<file path="src/verilog/fccu_pkg.sv">
// fccu_pkg: constants and carrier types of the floppy control command unit
// assumes one 50 MHz clock shared by every module that imports it
package fccu_pkg;
	// clock and timing
	localparam int CLK_PERIOD_NS  = 20;
	localparam int STEP_UNIT_NS   = 1000000;
	localparam int STEP_UNIT_CYC  = STEP_UNIT_NS / CLK_PERIOD_NS;
	localparam int STEP_PULSE_NS  = 1000;
	localparam int STEP_PULSE_CYC = (STEP_PULSE_NS + CLK_PERIOD_NS - 1) / CLK_PERIOD_NS;
	localparam logic [1:0] SEL_SETTLE      = 2'h3;
	localparam logic [6:0] RECAL_MAX_STEPS = 7'h4D;
	localparam logic [4:0] STEP_UNITS_TOP  = 5'h10;

	// register port offsets
	localparam logic [1:0] ADDR_MSR  = 2'h0;
	localparam logic [1:0] ADDR_DATA = 2'h1;

	// opcodes
	localparam logic [7:0] OP_RECAL     = 8'h07;
	localparam logic [7:0] OP_SEEK      = 8'h0F;
	localparam logic [7:0] OP_SENSE_INT = 8'h08;
	localparam logic [7:0] OP_SENSE_DRV = 8'h04;
	localparam logic [7:0] OP_SPECIFY   = 8'h03;

	// main status bits and select byte fields
	localparam int MSR_RQM      = 7;
	localparam int MSR_DIO      = 6;
	localparam int MSR_BUSY     = 4;
	localparam int SEL_HEAD_BIT = 2;

	// status byte values
	localparam logic [1:0] IC_NORMAL   = 2'h0;
	localparam logic [1:0] IC_ABNORMAL = 2'h1;
	localparam logic [1:0] IC_POLL     = 2'h3;
	localparam logic [7:0] ST0_INVALID = 8'h80;

	typedef struct packed {
		logic fault;
		logic write_protect;
		logic ready;
		logic two_side;
		logic track_zero_n;
	} fccu_drive_in_t;

	typedef struct packed {
		logic [1:0] drive_sel;
		logic       head_sel;
		logic       step_pulse;
		logic       step_direction_n;
	} fccu_drive_out_t;

	typedef struct packed {
		logic [3:0] step_interval_setting;
		logic [3:0] unload_delay_setting;
		logic [6:0] load_delay_setting;
		logic       no_dma_select;
	} fccu_spec_t;

	localparam fccu_spec_t SPEC_RESET = 16'h0000;

	typedef struct packed {
		logic [1:0] completion_code;
		logic       seek_end_flag;
		logic       equipment_check_flag;
		logic       not_ready;
		logic       head_select;
		logic [1:0] drive_sel;
	} fccu_st0_t;

	typedef enum logic [1:0] {P_IDLE, P_PARAM, P_RESULT} fccu_phase_t;
	typedef enum logic [1:0] {E_IDLE, E_SEL, E_EVAL, E_STEP} fccu_eng_t;
endpackage : fccu_pkg

</file>
<file path="src/verilog/fccu_top.sv">
// fccu_top: control command unit of a floppy controller
// (recalibrate, seek, sense interrupt, sense drive, specify, invalid)
// assumes a host on the byte port and one drive bus shared by four drives
`timescale 1ns/1ns
module fccu_top #(
	parameter int STEP_UNIT = fccu_pkg::STEP_UNIT_CYC
) (
	input  wire logic                      clk,
	input  wire logic                      reset,
	input  wire logic [1:0]                addr,
	input  wire logic [7:0]                wdata,
	input  wire logic                      wr_en,
	input  wire logic                      rd_en,
	output logic      [7:0]                rdata,
	output logic                           irq,
	input  wire fccu_pkg::fccu_drive_in_t  drive_in,
	output fccu_pkg::fccu_drive_out_t      drive_out,
	output fccu_pkg::fccu_spec_t           spec
);
	import fccu_pkg::*;

	typedef struct packed {
		fccu_phase_t     phase;
		logic [7:0]      opcode;
		logic [7:0]      arg1;
		logic            idx;
		logic [1:0]      res_cnt;
		logic [1:0][7:0] res;
		logic [7:0]      rdata;
		fccu_spec_t      spec;
		logic [3:0][7:0] present_cylinder;
		logic [3:0][7:0] new_cylinder;
		logic [3:0][6:0] nsteps;
		logic [3:0]      active;
		logic [3:0]      recal;
		logic [3:0]      pend;
		logic [3:0]      abn;
		logic [3:0]      hd;
		fccu_eng_t       eng;
		logic [1:0]      edrv;
		logic [1:0]      settle;
		logic            dir_n;
		logic [1:0]      cdrv;
		logic            chead;
	} fccu_main_s_t;

	fccu_main_s_t   s_reg;
	fccu_main_s_t   s_next;
	fccu_drive_in_t din;
	logic           step_start;
	logic           stp_pulse;
	logic           stp_busy;
	logic           stp_done;
	logic           exec_go;
	logic [7:0]     exec_op;
	logic [7:0]     exec_sel;
	logic [7:0]     exec_last;
	logic [1:0]     exec_drv;
	logic [3:0]     fin;
	logic [7:0]     msr;

	// parameter bytes that follow each opcode; zero for unknown codes
	function automatic logic [1:0] fccu_nargs(input logic [7:0] op);
		unique case (op)
			OP_RECAL, OP_SENSE_DRV: return 2'h1;
			OP_SEEK, OP_SPECIFY:    return 2'h2;
			default:                return 2'h0;
		endcase
	endfunction : fccu_nargs

	// next drive after last with work pending, round robin
	function automatic logic [1:0] fccu_pick(input logic [3:0] act, input logic [1:0] last);
		logic [1:0] k;
		logic [1:0] r;
		r = last;
		for (int i = 1; i <= 4; i++) begin
			k = 2'(int'(last) + i);
			if (act[k] && r == last && !act[last]) begin
				r = k;
			end else if (act[k] && r == last && k != last && i < 4) begin
				r = k;
			end
		end
		return r;
	endfunction : fccu_pick

	////////////////////////////////////////////////////////////////////////
	fccu_sync #(
		.W ($bits(fccu_drive_in_t))
	) u_sync (
		.clk   (clk),
		.reset (reset),
		.d     (drive_in),
		.q     (din)
	);

	fccu_stepper #(
		.UNIT_CYC  (STEP_UNIT),
		.PULSE_CYC (STEP_PULSE_CYC)
	) u_step (
		.clk        (clk),
		.reset      (reset),
		.start      (step_start),
		.interval   (s_reg.spec.step_interval_setting),
		.step_pulse (stp_pulse),
		.busy       (stp_busy),
		.done       (stp_done)
	);

	// ready always set: every byte is taken in one cycle
	always_comb begin
		msr           = 8'h00;
		msr[MSR_RQM]  = 1'b1;
		msr[MSR_DIO]  = (s_reg.phase == P_RESULT);
		msr[MSR_BUSY] = (s_reg.phase != P_IDLE);
		msr[3:0]      = s_reg.active;
	end

	////////////////////////////////////////////////////////////////////////
	// command bytes, result bytes and the shared step engine
	always_comb begin
		fccu_st0_t st0;
		logic [1:0] d;
		logic       found;
		st0        = '0;
		d          = 2'h0;
		found      = 1'b0;
		s_next     = s_reg;
		step_start = 1'b0;
		exec_go    = 1'b0;
		exec_op    = s_reg.opcode;
		exec_last  = wdata;
		fin        = 4'h0;

		// engine: one drive at a time, shared stepper
		unique case (s_reg.eng)
			E_IDLE: begin
				if (s_reg.active != 4'h0) begin
					s_next.edrv   = fccu_pick(s_reg.active, s_reg.edrv);
					s_next.settle = SEL_SETTLE;
					s_next.eng    = E_SEL;
				end
			end
			E_SEL: begin
				// let the synchronised inputs follow the new select
				s_next.settle = s_reg.settle - 1'b1;
				if (s_reg.settle == 2'h0) begin
					s_next.eng = E_EVAL;
				end
			end
			E_EVAL: begin
				s_next.eng = E_IDLE;
				if (s_reg.active[s_reg.edrv] && s_reg.recal[s_reg.edrv]) begin
					if (din.track_zero_n) begin
						fin[s_reg.edrv] = 1'b1;
						s_next.abn[s_reg.edrv] = 1'b0;
					end else if (s_reg.nsteps[s_reg.edrv] == RECAL_MAX_STEPS) begin
						fin[s_reg.edrv] = 1'b1;
						s_next.abn[s_reg.edrv] = 1'b1;
					end else begin
						s_next.dir_n = 1'b0;
						step_start   = 1'b1;
						s_next.nsteps[s_reg.edrv] = s_reg.nsteps[s_reg.edrv] + 1'b1;
						s_next.eng   = E_STEP;
					end
				end else if (s_reg.active[s_reg.edrv]) begin
					if (s_reg.present_cylinder[s_reg.edrv] < s_reg.new_cylinder[s_reg.edrv]) begin
						s_next.dir_n = 1'b1;
						step_start   = 1'b1;
						s_next.present_cylinder[s_reg.edrv] = s_reg.present_cylinder[s_reg.edrv] + 1'b1;
						s_next.eng   = E_STEP;
					end else if (s_reg.present_cylinder[s_reg.edrv] > s_reg.new_cylinder[s_reg.edrv]) begin
						s_next.dir_n = 1'b0;
						step_start   = 1'b1;
						s_next.present_cylinder[s_reg.edrv] = s_reg.present_cylinder[s_reg.edrv] - 1'b1;
						s_next.eng   = E_STEP;
					end else begin
						fin[s_reg.edrv] = 1'b1;
						s_next.abn[s_reg.edrv] = 1'b0;
					end
				end
			end
			E_STEP: begin
				// next pulse only after the programmed interval
				if (stp_done) begin
					s_next.eng = E_IDLE;
				end
			end
		endcase
		s_next.active = s_next.active & ~fin;

		// result byte read pops the queue
		s_next.rdata = 8'h00;
		if (rd_en && addr == ADDR_MSR) begin
			s_next.rdata = msr;
		end else if (rd_en && addr == ADDR_DATA && s_reg.phase == P_RESULT) begin
			s_next.rdata   = s_reg.res[0];
			s_next.res[0]  = s_reg.res[1];
			s_next.res_cnt = s_reg.res_cnt - 1'b1;
			if (s_reg.res_cnt == 2'h1) begin
				s_next.phase = P_IDLE;
			end
		end

		// command bytes; writes in the result phase are dropped
		if (wr_en && addr == ADDR_DATA && s_reg.phase == P_IDLE) begin
			s_next.opcode = wdata;
			s_next.idx    = 1'b0;
			exec_op       = wdata;
			if (fccu_nargs(wdata) == 2'h0) begin
				exec_go = 1'b1;
			end else begin
				s_next.phase = P_PARAM;
			end
		end else if (wr_en && addr == ADDR_DATA && s_reg.phase == P_PARAM) begin
			s_next.arg1 = wdata;
			s_next.idx  = 1'b1;
			if (fccu_nargs(s_reg.opcode) == {1'b0, s_reg.idx} + 2'h1) begin
				exec_go = 1'b1;
			end
		end
		exec_sel = (fccu_nargs(exec_op) == 2'h1) ? exec_last : s_reg.arg1;
		exec_drv = exec_sel[1:0];

		if (exec_go) begin
			s_next.phase = P_IDLE;
			unique case (exec_op)
				OP_RECAL: begin
					s_next.cdrv             = exec_drv;
					s_next.present_cylinder[exec_drv]    = 8'h00;
					s_next.nsteps[exec_drv] = 7'h00;
					s_next.active[exec_drv] = 1'b1;
					s_next.recal[exec_drv]  = 1'b1;
					s_next.hd[exec_drv]     = 1'b0;
					s_next.pend[exec_drv]   = 1'b0;
				end
				OP_SEEK: begin
					s_next.cdrv             = exec_drv;
					s_next.chead            = exec_sel[SEL_HEAD_BIT];
					s_next.new_cylinder[exec_drv]    = exec_last;
					s_next.active[exec_drv] = 1'b1;
					s_next.recal[exec_drv]  = 1'b0;
					s_next.hd[exec_drv]     = exec_sel[SEL_HEAD_BIT];
					s_next.pend[exec_drv]   = 1'b0;
				end
				OP_SENSE_INT: begin
					for (int i = 3; i >= 0; i--) begin
						if (s_reg.pend[i]) begin
							d     = 2'(i);
							found = 1'b1;
						end
					end
					st0.seek_end_flag   = found;
					st0.completion_code = !found ? IC_POLL : s_reg.abn[d] ? IC_ABNORMAL : IC_NORMAL;
					st0.equipment_check_flag = found && s_reg.recal[d];
					st0.head_select     = s_reg.hd[d];
					st0.drive_sel       = d;
					s_next.res[0]       = st0;
					s_next.res[1]       = s_reg.present_cylinder[d];
					s_next.res_cnt      = 2'h2;
					s_next.phase        = P_RESULT;
					if (found) begin
						s_next.pend[d] = 1'b0;
					end
				end
				OP_SENSE_DRV: begin
					// no execution phase: inputs as seen now
					s_next.cdrv    = exec_drv;
					s_next.chead   = exec_sel[SEL_HEAD_BIT];
					s_next.res[0]  = {din.fault, din.write_protect, din.ready, !din.track_zero_n,
						din.two_side, exec_sel[SEL_HEAD_BIT], exec_drv};
					s_next.res_cnt = 2'h1;
					s_next.phase   = P_RESULT;
				end
				OP_SPECIFY: begin
					s_next.spec = {s_reg.arg1, exec_last};
				end
				default: begin
					s_next.res[0]  = ST0_INVALID;
					s_next.res_cnt = 2'h1;
					s_next.phase   = P_RESULT;
				end
			endcase
		end
		// engine finish beats a clear in the same cycle
		s_next.pend = s_next.pend | fin;
	end

	always_ff @(posedge clk or posedge reset) begin
		if (reset) begin
			s_reg      <= '0;
			s_reg.spec <= SPEC_RESET;
		end else begin
			s_reg <= s_next;
		end
	end

	////////////////////////////////////////////////////////////////////////
	// outputs: select follows the engine while it owns the drive bus
	assign rdata = s_reg.rdata;
	assign irq   = |s_reg.pend;
	assign spec  = s_reg.spec;
	assign drive_out.drive_sel        = (s_reg.eng != E_IDLE) ? s_reg.edrv : s_reg.cdrv;
	assign drive_out.head_sel         = (s_reg.eng != E_IDLE) ? s_reg.hd[s_reg.edrv] : s_reg.chead;
	assign drive_out.step_pulse       = stp_pulse;
	assign drive_out.step_direction_n = s_reg.dir_n;
endmodule : fccu_top

</file>
<file path="src/verilog/fccu_sync.sv">
// fccu_sync: two-flop synchroniser for drive-side levels
// assumes inputs are levels from outside the clock domain
`timescale 1ns/1ns
module fccu_sync #(
	parameter int W = 5
) (
	input  wire logic         clk,
	input  wire logic         reset,
	input  wire logic [W-1:0] d,
	output logic      [W-1:0] q
);
	typedef struct packed {
		logic [W-1:0] meta;
		logic [W-1:0] sync;
	} fccu_sync_s_t;

	fccu_sync_s_t s_reg;
	fccu_sync_s_t s_next;

	// first stage is read only by the second
	always_comb begin
		s_next      = s_reg;
		s_next.meta = d;
		s_next.sync = s_reg.meta;
	end

	always_ff @(posedge clk or posedge reset) begin
		if (reset) begin
			s_reg <= '0;
		end else begin
			s_reg <= s_next;
		end
	end

	assign q = s_reg.sync;
endmodule : fccu_sync

</file>
<file path="src/verilog/fccu_stepper.sv">
// fccu_stepper: one step pulse followed by the programmed interval
// assumes start only while busy is low
`timescale 1ns/1ns
module fccu_stepper
	import fccu_pkg::*;
#(
	parameter int UNIT_CYC  = STEP_UNIT_CYC,
	parameter int PULSE_CYC = STEP_PULSE_CYC
) (
	input  wire logic       clk,
	input  wire logic       reset,
	input  wire logic       start,
	input  wire logic [3:0] interval,
	output logic            step_pulse,
	output logic            busy,
	output logic            done
);
	localparam int UW = $clog2(UNIT_CYC + 1);

	// pulse must end inside the first interval unit
	if (PULSE_CYC < 1 || PULSE_CYC >= UNIT_CYC) begin : g_chk
		$error("stepper pulse must be shorter than one unit");
	end

	typedef struct packed {
		logic          active;
		logic          done;
		logic [UW-1:0] pulse;
		logic [UW-1:0] unit;
		logic [4:0]    units;
	} fccu_step_s_t;

	fccu_step_s_t s_reg;
	fccu_step_s_t s_next;

	// interval is (16 - setting) units, so setting 0 is the slowest
	always_comb begin
		s_next      = s_reg;
		s_next.done = 1'b0;
		if (s_reg.pulse != '0) begin
			s_next.pulse = s_reg.pulse - 1'b1;
		end
		if (start && !s_reg.active) begin
			s_next.active = 1'b1;
			s_next.pulse  = UW'(PULSE_CYC);
			s_next.unit   = UW'(UNIT_CYC - 1);
			s_next.units  = STEP_UNITS_TOP - {1'b0, interval};
		end else if (s_reg.active) begin
			if (s_reg.unit != '0) begin
				s_next.unit = s_reg.unit - 1'b1;
			end else if (s_reg.units == 5'h01) begin
				s_next.active = 1'b0;
				s_next.done   = 1'b1;
			end else begin
				s_next.units = s_reg.units - 1'b1;
				s_next.unit  = UW'(UNIT_CYC - 1);
			end
		end
	end

	always_ff @(posedge clk or posedge reset) begin
		if (reset) begin
			s_reg <= '0;
		end else begin
			s_reg <= s_next;
		end
	end

	assign step_pulse = (s_reg.pulse != '0);
	assign busy       = s_reg.active;
	assign done       = s_reg.done;
endmodule : fccu_stepper

</file>
<file path="config.mk">
export PLATFORM = sky130hd
export DESIGN_NAME = fccu_top
export DESIGN_NICKNAME = d
export VERILOG_FILES = /design/src/verilog/fccu_pkg.sv /design/src/verilog/fccu_top.sv /design/src/verilog/fccu_sync.sv /design/src/verilog/fccu_stepper.sv
export SDC_FILE = /design/constraint.sdc
export NUM_CORES = 1
export LEC_CHECK = 0
export BUFFER_PORTS_ARGS = -buffer_cell sky130_fd_sc_hd__buf_2
export CORE_MARGIN = 8
export CORE_UTILIZATION = 50
export DETAILED_ROUTE_END_ITERATION = 12
export PLACE_DENSITY = 0.71
export SETUP_SLACK_MARGIN = 0.4
export SLEW_MARGIN = 20
export SYNTH_ARGS = -nofsm -noshare
export SYNTH_HDL_FRONTEND = slang
export SYNTH_SLANG_ARGS = --single-unit
</file>
<file path="constraint.sdc">
create_clock -name clk -period 17 [get_ports clk]
set_input_delay 0.85 -clock clk [delete_from_list [all_inputs] [get_ports clk]]
set_output_delay 0.85 -clock clk [all_outputs]
set_load 0.01 [all_outputs]
</file>
# Word level (Yosys, flattened, before mapping)
# Cells that the tools add are included.
dict set report totals {
  ff_bits 232
  inputBits 19
  elab_cells 367
  out_inout_bits 30
}
dict set report op_classes {
  n_eq_ne 41
  n_lt_le_gt_ge 12
  add_sub_neg 14
  n_reduce_logical 67
  n_bitwise 19
  muxes 172
}
# cell n
set ops {}
lappend ops {{two-way mux 32 bit} 7}
lappend ops {{two-way mux 28 bit} 5}
lappend ops {{two-way mux 104 bit} 1}
lappend ops {{bitwise mux 32 bit} 3}
lappend ops {{two-way mux 2 bit} 43}
lappend ops {{two-way mux 8 bit} 9}
lappend ops {{two-way mux 16 bit} 4}
lappend ops {{two-way mux 21 bit} 3}
lappend ops {{two-way mux 4 bit} 14}
lappend ops {{binary-select mux 8 bit (select 2 bit)} 3}
lappend ops {{equality test 8 x 3 -> 1 bit, second input constant} 6}
lappend ops {{two-way mux 1 bit} 42}
lappend ops {{bitwise AND 32 bit} 1}
lappend ops {{demux 8 bit (select 2 bit)} 2}
lappend ops {{equality test 8 x 4 -> 1 bit, second input constant} 4}
lappend ops {{inverter 32 bit} 1}
lappend ops {{nonzero test 16 bit} 2}
lappend ops {{subtractor 16 x 1 -> 16 bit, second input constant} 2}
lappend ops {{bitwise AND 28 bit} 1}
lappend ops {{bitwise mux 28 bit} 1}
lappend ops {{demux 7 bit (select 2 bit)} 2}
lappend ops {{inverter 28 bit} 1}
lappend ops {{bitwise AND 4 bit} 6}
lappend ops {{equality test 8 x 2 -> 1 bit, second input constant} 3}
lappend ops {{other kinds (52)} 159}

# Logic depth before layout (Yosys ltp)
# Gate-level depths: netlist of the first run.
dict set report depth {
  depth_word 28
  mapped_depth 16
  ltp_nobuf 11
}

# By module
# A second synthesis of the first run with hierarchy kept.
dict set report hier_totals {
  hier_cells 1203
  hier_area_um2 12883.6
}
# mod cells_each instances area_per_inst_um2 seq_area_each_um2
set modules_own_cells {}
lappend modules_own_cells {fccu_top 964 1 10392.5 4579.4}
lappend modules_own_cells {fccu_stepper 228 1 2237.1 975.9}
lappend modules_own_cells {fccu_sync 11 1 254.0 250.2}

# Worst setup path after synthesis of the first run
# OpenSTA, ideal clock, no wires.
dict set report synth_timing {
  kind {register to register}
  start {register s_reg[6] in the netlist's numbering}
  end {register s_reg[115] in the netlist's numbering}
  stages_incl_launch_ff 15
  t_arrival_ns 4.080
  setup_slack_ns 12.821
  setup_ns 0.099
  n_path_buf 4
  period_less_slack_ns 4.179
  required_time_ns 16.901
  path_cell_list {dfrtp_1 buf_2 buf_6 buf_2 buf_1 mux4_2 inv_1 ha_1 nor2b_1 o211ai_1 a21oi_1 nand2b_1 a2111oi_0 a21oi_1 a311oi_1}
}
# item line_no
set synth_rtl {}
lappend synth_rtl {{start: declaration} fccu_top.sv:47} ;# fccu_main_s_t s_reg;
lappend synth_rtl {{start signal: assignment} fccu_top.sv:294} ;# s_reg <= s_next;

==> metrics.md, run 1 <==
| Metric | Value |
|---|---|
| Status | finished, final reports clean |
| Maximum buffer depth of the clock tree | 3 |
| Worst-path clk slew | 0.06 ns |
| Detailed Place HPWL | 20300 um |
| Max Clock Skew | 0.0104 ns |
| DR pass1 iterations | 5 |
| Slack of the worst reg-to-reg path | 12.76 ns |
| Final Cycle Share | 0.249 |
| Critical path class | reg2reg |
| Leakage power | 5.91 nW |
| Synthesized instance count | 1149 |
| WP buf/inv | 1 |
| Synthesized area | 12200 um^2 |
| Critical Path RT | 17.43 ns |
| Worst Tran Pin Value | 1.12 ns |
| Placeable Area | 24200 um^2 |
| Final GP Congestion | 0.934 |
| Final wirelength | 29400 um |
| Pins Over Slew Limit | 0 |
| Ys async rst share | 1.00 |
| Largest area contributor in the netlist | dfrtp_1 |
| Layout fillers | 2013 |
| Power per Cell Area | 158 nW/um^2 |
| Count of cell types in the netlist | 67 |
| First-pass GRT wire length | 48200 um |
| Peak Freq | 236 MHz |
| Drt initial violations | 787 |
| CTS tree | yes |
| Post-CTS Hold Buffers | 0 |
| Area post-placement | 12500 um^2 |
| Synth-to-Final Area Change | 9.53% |
| Post-route cell area | 13400 um^2 |
| Critical Path Sink Type | flip-flop |
| Min cycle time layout | 4.24 ns |
| Die footprint | 29700 um^2 |
| Largest stage delay, worst path | 0.98 ns |
| Max FFs per register | 150 |
| ANT cells | 0 |
| GRT Util Overall | 0.203 |
| Number of flops mapped to enable cells by yosys | 0 |
| Root Buffer | clkbuf_16 |
| Worst EP arrival | 4.67 ns |
| Crit Path Max Fanout | 29 |
| Final Util | 0.553 |
| CTS HTree Levels | 1 |
| Fin nets | 1201 |
| Vias per inst | 5.85 |
| Top cell type's share of synthesized area | 0.476 |
| Grt ovf | 0 |
| CTS sink count | 232 |
| Synth Net Count | 1192 |
| Post-DR wirelength/cell | 19.6 um |
| Most frequent cells in the layout | dfrtp_1, nor2_1, nand2_1 |
| Multi-input gate area | 5840 um^2 |
| Top post-synthesis cells by area | dfrtp_1, mux2_2, mux4_2, nor2_1, nand2_1 |
| Slowest CP cell | a2111oi_0 |
| Std-Cell Rows | 57 |
| Synth Register Bits | 232 |
| Hold Crit Class | reg2reg |
| Initial antenna violation count | 0 |
| Worst skew pair latency | 0.52 ns |
| Avg Cell Area, Syn | 10.6 um^2 |
| Most used flip-flop cell after synthesis | dfrtp_1 |
| Relative slew margins | 0.249 |
| Share of post-route cells with drive strength above 1 | 0.218 |
| Hold_ws | 0.349 ns |
| RSZ-0062 raised after global routing | no |
| Pin count of the biggest net entering global routing | 98 |
| Post_cts resized | 0 |
| Crit-path cells | buf_4 -> mux4_2 -> ha_1 -> nor2b_1 -> o211ai_1 -> a21oi_1 -> nand2b_1 -> a2111oi_0 -> a21oi_1 -> a311oi_1 |
| Fin. Hold Viols | 0 |
| Setup violations, final | 0 |
| Max-Cap Viols | 0 |
| Boundary pin count | 49 |
| Setup_tns | 0 ns |
| I/O Buffers | 48 |
| DIE HEIGHT | 172 um |
| # DRC | 0 |
| Most common cell after layout, fill and taps aside | dfrtp_1 |
| Register area | 5810 um^2 |
| CP delay by family, top | compound AO/OA/AOI/OAI gates |
| Post-CTS setup repair buffer count | 0 |
| Post-DRT Antenna Nets | 0 |
| Die width | 172 um |
| Vias in the first global route | 8944 |
| Peak VDD IR | 95.5 uV |
| CP dominant cell by count | a21oi_1 |
| Initial Util | 0.505 |
| CTS Buf Count | 25 |
| Ys Warns | 0 |
| CP Launch Type | flip-flop |
| Via count | 8783 |
| Register area share after synthesis | 0.476 |
-- report_power, final --
group	internal (mW)	total, mW	switching, mW
Sequential	0.667	0.784	0.117
Clock	0.342	0.571	0.229
Combinational	0.308	0.754	0.446
Total	1.32	2.11	0.791
-- metal layers --
layer | global-route usage | wire [um] | part of all wire
met1 | 0.280 | 13400 | 0.46
met5 | 0 | 0 | 0
met4 | 0.0517 | 563 | 0.019
met3 | 0.0336 | 1490 | 0.051
met2 | 0.329 | 13900 | 0.47
-- metrics by stage --
stage	setup slack [ns]	std cells	total power [mW]
after global placement	12.89	1455	1.52
after detailed placement	12.80	1455	1.54
final	12.76	1501	2.11
after CTS	12.79	1501	2.11
after global routing	12.45	1501	2.24
after floorplan	9.79	1149	1.34
-- synthesized netlist by cell type (3+ instances only) --
cell type / number
a211oi_1: 11
a21o_1: 6
a21oi_1: 58
a221oi_1: 8
a22o_1: 7
a22oi_1: 9
a311oi_1: 3
a31oi_1: 3
and2_1: 9
and3_1: 3
buf_1: 5
buf_2: 10
buf_4: 27
clkbuf_1: 28
dfrtp_1: 232
ha_1: 24
inv_1: 42
mux2_2: 89
mux2i_1: 28
mux4_2: 26
nand2_1: 100
nand2b_1: 7
nand3_1: 18
nand3b_1: 4
nand4_1: 7
nand4b_1: 3
nor2_1: 117
nor2_2: 4
nor2b_1: 17
nor3_1: 29
nor4_1: 18
nor4b_1: 4
o21a_1: 6
o21ai_0: 39
o221a_2: 19
o22a_1: 3
o22ai_1: 23
or2_2: 9
or3_1: 14
or4b_1: 3
xnor2_1: 35
xor2_1: 11
-- path summary, 6_finish.rpt --
| kind | startpoint | to | cells after the start |
|---|---|---|---|
| worst min register to register | u_sync.s_next[2] | u_sync.q[2] | 0 |
| max in group asynchronous | reset | s_reg[105] | 3 |
| worst max register to register | s_reg[7] | s_reg[115] | 10 |
| worst max-delay path | s_reg[7] | s_reg[115] | 10 |
| min in group asynchronous | reset | spec[3] | 2 |
| worst min-delay path | u_sync.s_next[2] | u_sync.q[2] | 0 |
-- area by class of cell --
cell class / instances / share of cell area
inverter: 43 / 0.0126
timing repair buffer: 55 / 0.0219
multi-input combinational: 801 / 0.437
clock inverter: 15 / 0.0144
tap: 324 / 0.0303
clock buffer: 31 / 0.0500
sequential: 232 / 0.434
-- cell families after synthesis --
logic type / count (synthesis) / synth area share
AOI/OAI and AO/OA: 211 / 0.118
xor gates and xnor gates: 46 / 0.0330
adders and majority gates: 24 / 0.0246
buffers and inverters: 116 / 0.0463
DFF: 232 / 0.476
muxes: 143 / 0.153
and+or+nand+nor: 377 / 0.149
(Power assumes the default switching activity.)
==> inputs of run 2 (changes only) <==
Settings changed: ABC_AREA set to 1, PLACE_DENSITY 0.71 to 0.73.
Clock period 17 ns to 3.5 ns, I/O delays scaled along.
==> metrics.md, run 2 <==
| Metric | Value |
|---|---|
| Status | finished, final reports clean |
| GRT Util Overall | 0.229 (+0.0256) |
| Synth Register Bits | 232 (unchanged) |
| Final Util | 0.571 (+0.0181) |
| Detailed Place HPWL | 25700 um (+27%) |
| Crit Path Max Fanout | 11 (-62%) |
| Number of flops mapped to enable cells by yosys | 0 (unchanged) |
| Post-synthesis adder-cell area fraction | 0.0226 (-0.00199) |
| Critical path startpoint | s_reg[6] |
| Post-route cell area | 14900 um^2 (+11%) |
| Most used flip-flop cell after synthesis | dfrtp_1 |
| Ys Warns | 0 (unchanged) |
| Worst-path clk slew | 0.06 ns (about the same) |
| Compound-Gate Fraction of Synth Area | 0.140 (+0.0219) |
| Combinational Power Share | 0.485 (+0.127) |
| Final wirelength | 36600 um (+24%) |
| Layout fillers | 2407 (+20%) |
| Simple-gate portion of the synthesized area | 0.275 (+0.126) |
| Max-Cap Viols | 0 (unchanged) |
| Placed Instances | 2121 (+46%) |
| Setup_tns | 0 ns (unchanged) |
| Max FFs per register | 150 (unchanged) |
| Vias in the first global route | 11500 (+28%) |
| Area post-placement | 13700 um^2 (+9.3%) |
| I/O Buffers | 48 (unchanged) |
| Setup violations, final | 0 (unchanged) |
| Top post-synthesis cells by area | dfrtp_1, nand2_1, o21ai_0, nor2_1, inv_1 |
| CTS HTree Levels | 1 (unchanged) |
| Fin worst setup slack | 0.535 ns (-12.23 ns) |
| Fin nets | 1876 (+56%) |
| Min cycle time layout | 2.96 ns (-1.27 ns) |
| Net Sw Frac | 0.453 (+0.0782) |
| Hold_sp | wdata[2] |
| Hold_ws | 0.0325 ns (-0.317 ns) |
| Sequential power share | 0.307 (-0.065) |
| Final GP Congestion | 0.990 (+6.1%) |
| Most frequent cell after synthesis | nand2_1 |
| CTS tree | yes |
| Clock power frac | 0.208 (-0.063) |
| Vias per inst | 5.53 (-5.5%) |
| Ys async rst share | 1.00 (unchanged) |
| Dpl ws | 0.277 ns (-12.52 ns) |
| Synthesized instance count | 1798 (+56%) |
| Worst EP arrival | 3.38 ns (-1.29 ns) |
| DIE HEIGHT | 179 um (+3.9%) |
| Synth-to-Final Area Change | 12.0% |
| Most frequent cells in the layout | nand2_1, dfrtp_1, nor2_1 |
| Slack of the worst reg-to-reg path | 0.54 ns (-12.23 ns) |
| CP Launch Type | flip-flop |
| Xor/xnor share of the synthesized area | 0.0277 (-0.00531) |
| Multiplexer area fraction after synthesis | 0 (-0.153) |
| CTS sink count | 232 (unchanged) |
| Die width | 179 um (+3.9%) |
| Highest metal used | met4 |
| Max Clock Skew | 0.0111 ns (+0.000633 ns) |
| Fin cells | 2188 (+46%) |
| Peak Freq | 337 MHz (+43%) |
| Post-DRT Antenna Nets | 0 (unchanged) |
| Synth cell count leaders | nand2_1, dfrtp_1, nor2_1 |
| Wl on met1 | 15900 um (+19%) |
| First-pass GRT wire length | 59300 um (+23%) |
| # DRC | 0 (unchanged) |
| Initial antenna violation count | 0 (unchanged) |
| Fin. Hold Viols | 0 (unchanged) |
| Routed met3 length | 2860 um (+92%) |
| Largest area contributor in the netlist | dfrtp_1 |
| Critical path class | reg2reg |
| Register area share after synthesis | 0.437 (-0.0386) |
| Synthesized area | 13300 um^2 (+8.8%) |
| Die footprint | 32000 um^2 (+8.0%) |
| Hold Crit Class | in2reg |
| RSZ-0062 raised after global routing | yes |
| Most common cell after layout, fill and taps aside | nand2_1 |
| Std-Cell Rows | 59 (+3.5%) |
| Grt ovf | 0 (unchanged) |
| Main combinational cell family by area after synthesis | simple AND/OR/NAND/NOR gates |
| Critical Path RT | 3.92 ns (-13.51 ns) |
| Pins Over Slew Limit | 0 (unchanged) |
| Drt initial violations | 1216 (+55%) |
| Worst Tran Pin Value | 0.675 ns (-0.448 ns) |
| DR WL met2 | 16400 um (+18%) |
| Placeable Area | 26100 um^2 (+7.8%) |
| Boundary pin count | 49 (unchanged) |
| Relative slew margins | 0.549 (+0.300) |
| Post-DR wirelength/cell | 16.7 um (-15%) |
| Power per Cell Area | 883 nW/um^2 (+460%) |
| Maximum buffer depth of the clock tree | 3 (unchanged) |
| Worst skew pair latency | 0.54 ns (+0.02 ns) |
| Leakage power | 7.30 nW (+24%) |
| Int Power | 7.18 mW (+450%) |
| CTS Buf Count | 26 (+4.0%) |
| Critical Path Sink Type | flip-flop |
| PnR Total Power | 13.1 mW (+520%) |
| Count of cell types in the netlist | 42 (-37%) |
| Peak VDD IR | 664 uV (+600%) |
| Worst flop-to-flop path startpoint | s_reg[6] |
| Synth Net Count | 1841 (+54%) |
| Avg Cell Area, Syn | 7.39 um^2 (-30%) |
| Via count | 12100 (+38%) |
| Pin count of the biggest net entering global routing | 76 (-22%) |
| Initial Util | 0.510 (+0.00488) |
| NetSw | 5.96 mW (+650%) |
| Final Cycle Share | 0.847 (+0.598) |
| Share of post-route cells with drive strength above 1 | 0.104 (-0.113) |
| DR pass1 iterations | 5 (unchanged) |
| Top cell type's share of synthesized area | 0.437 (-0.0386) |
| Root Buffer | clkbuf_16 |
run 2: routing by layer:
metal  global-route usage  vias to the layer above
li1                     -                     5839
met4               0.0816                        0
met1                0.310                     5688
met3               0.0411                       95
met2                0.362                      472
met5                    0                        -
run 2: final cells by class:
| class | count | area [um^2] | area share |
|---|---|---|---|
| multi-input cells | 1273 | 6240 | 0.419 |
| inverters | 206 | 781 | 0.0525 |
| diodes | 1 | 2.50 | 0.000168 |
| well taps | 335 | 419 | 0.0282 |
| flip-flops and latches | 232 | 5810 | 0.390 |
| clock buffers | 38 | 757 | 0.0509 |
| clock inverters | 9 | 95.1 | 0.00639 |
| repair buffers | 94 | 783 | 0.0526 |
run 2: cell families after synthesis:
group / Yosys count
simple gates: 863
buf+inv: 293
compound gates: 344
xor+xnor: 42
flops: 232
fa+ha+maj: 24
run 2: worst paths after layout:
kind                       cells after the start     endpoint
setup reg to reg                              16   s_reg[118]
setup / recovery                              16   s_reg[118]
max in group asynchronous                      5    s_reg[47]
hold / removal                                 3   s_reg[175]
hold reg to reg                                0  u_sync.q[0]
min in group asynchronous                      3   s_reg[177]
run 2: worst max-delay path: stages, from the launching register on:
cell,delay (ns)
dfrtp_2,0.43
inv_2,0.14
buf_4,0.20
nand2_1,0.09
a32oi_2,0.29
ha_1,0.30
nand2_1,0.09
nor2_1,0.06
nand2_1,0.10
buf_4,0.16
nand2_1,0.17
nor2_2,0.29
inv_1,0.13
o21ai_0,0.17
nand2_1,0.06
o21ai_0,0.08
nor2_1,0.07
run 2: power groups by stage:
stage	registers, mW	clock network [mW]	logic (mW)
floorplan	3.85	0	4.62
global placement	4.04	0	5.93
detailed placement	4.04	0	6.04
CTS	4.01	2.79	6.10
global route	4.11	2.87	7.21
finish	4.03	2.73	6.38
run 2: what timing repair did:
item                                    CTS  global route
setup buffers                             0             7
cloned                                    0             2
hold endpoints to repair                 47             0
endpoints found under the setup margin   18            98
hold buffers                              9             0
gates resized for setup                   6            21
pin swaps                                 0             6
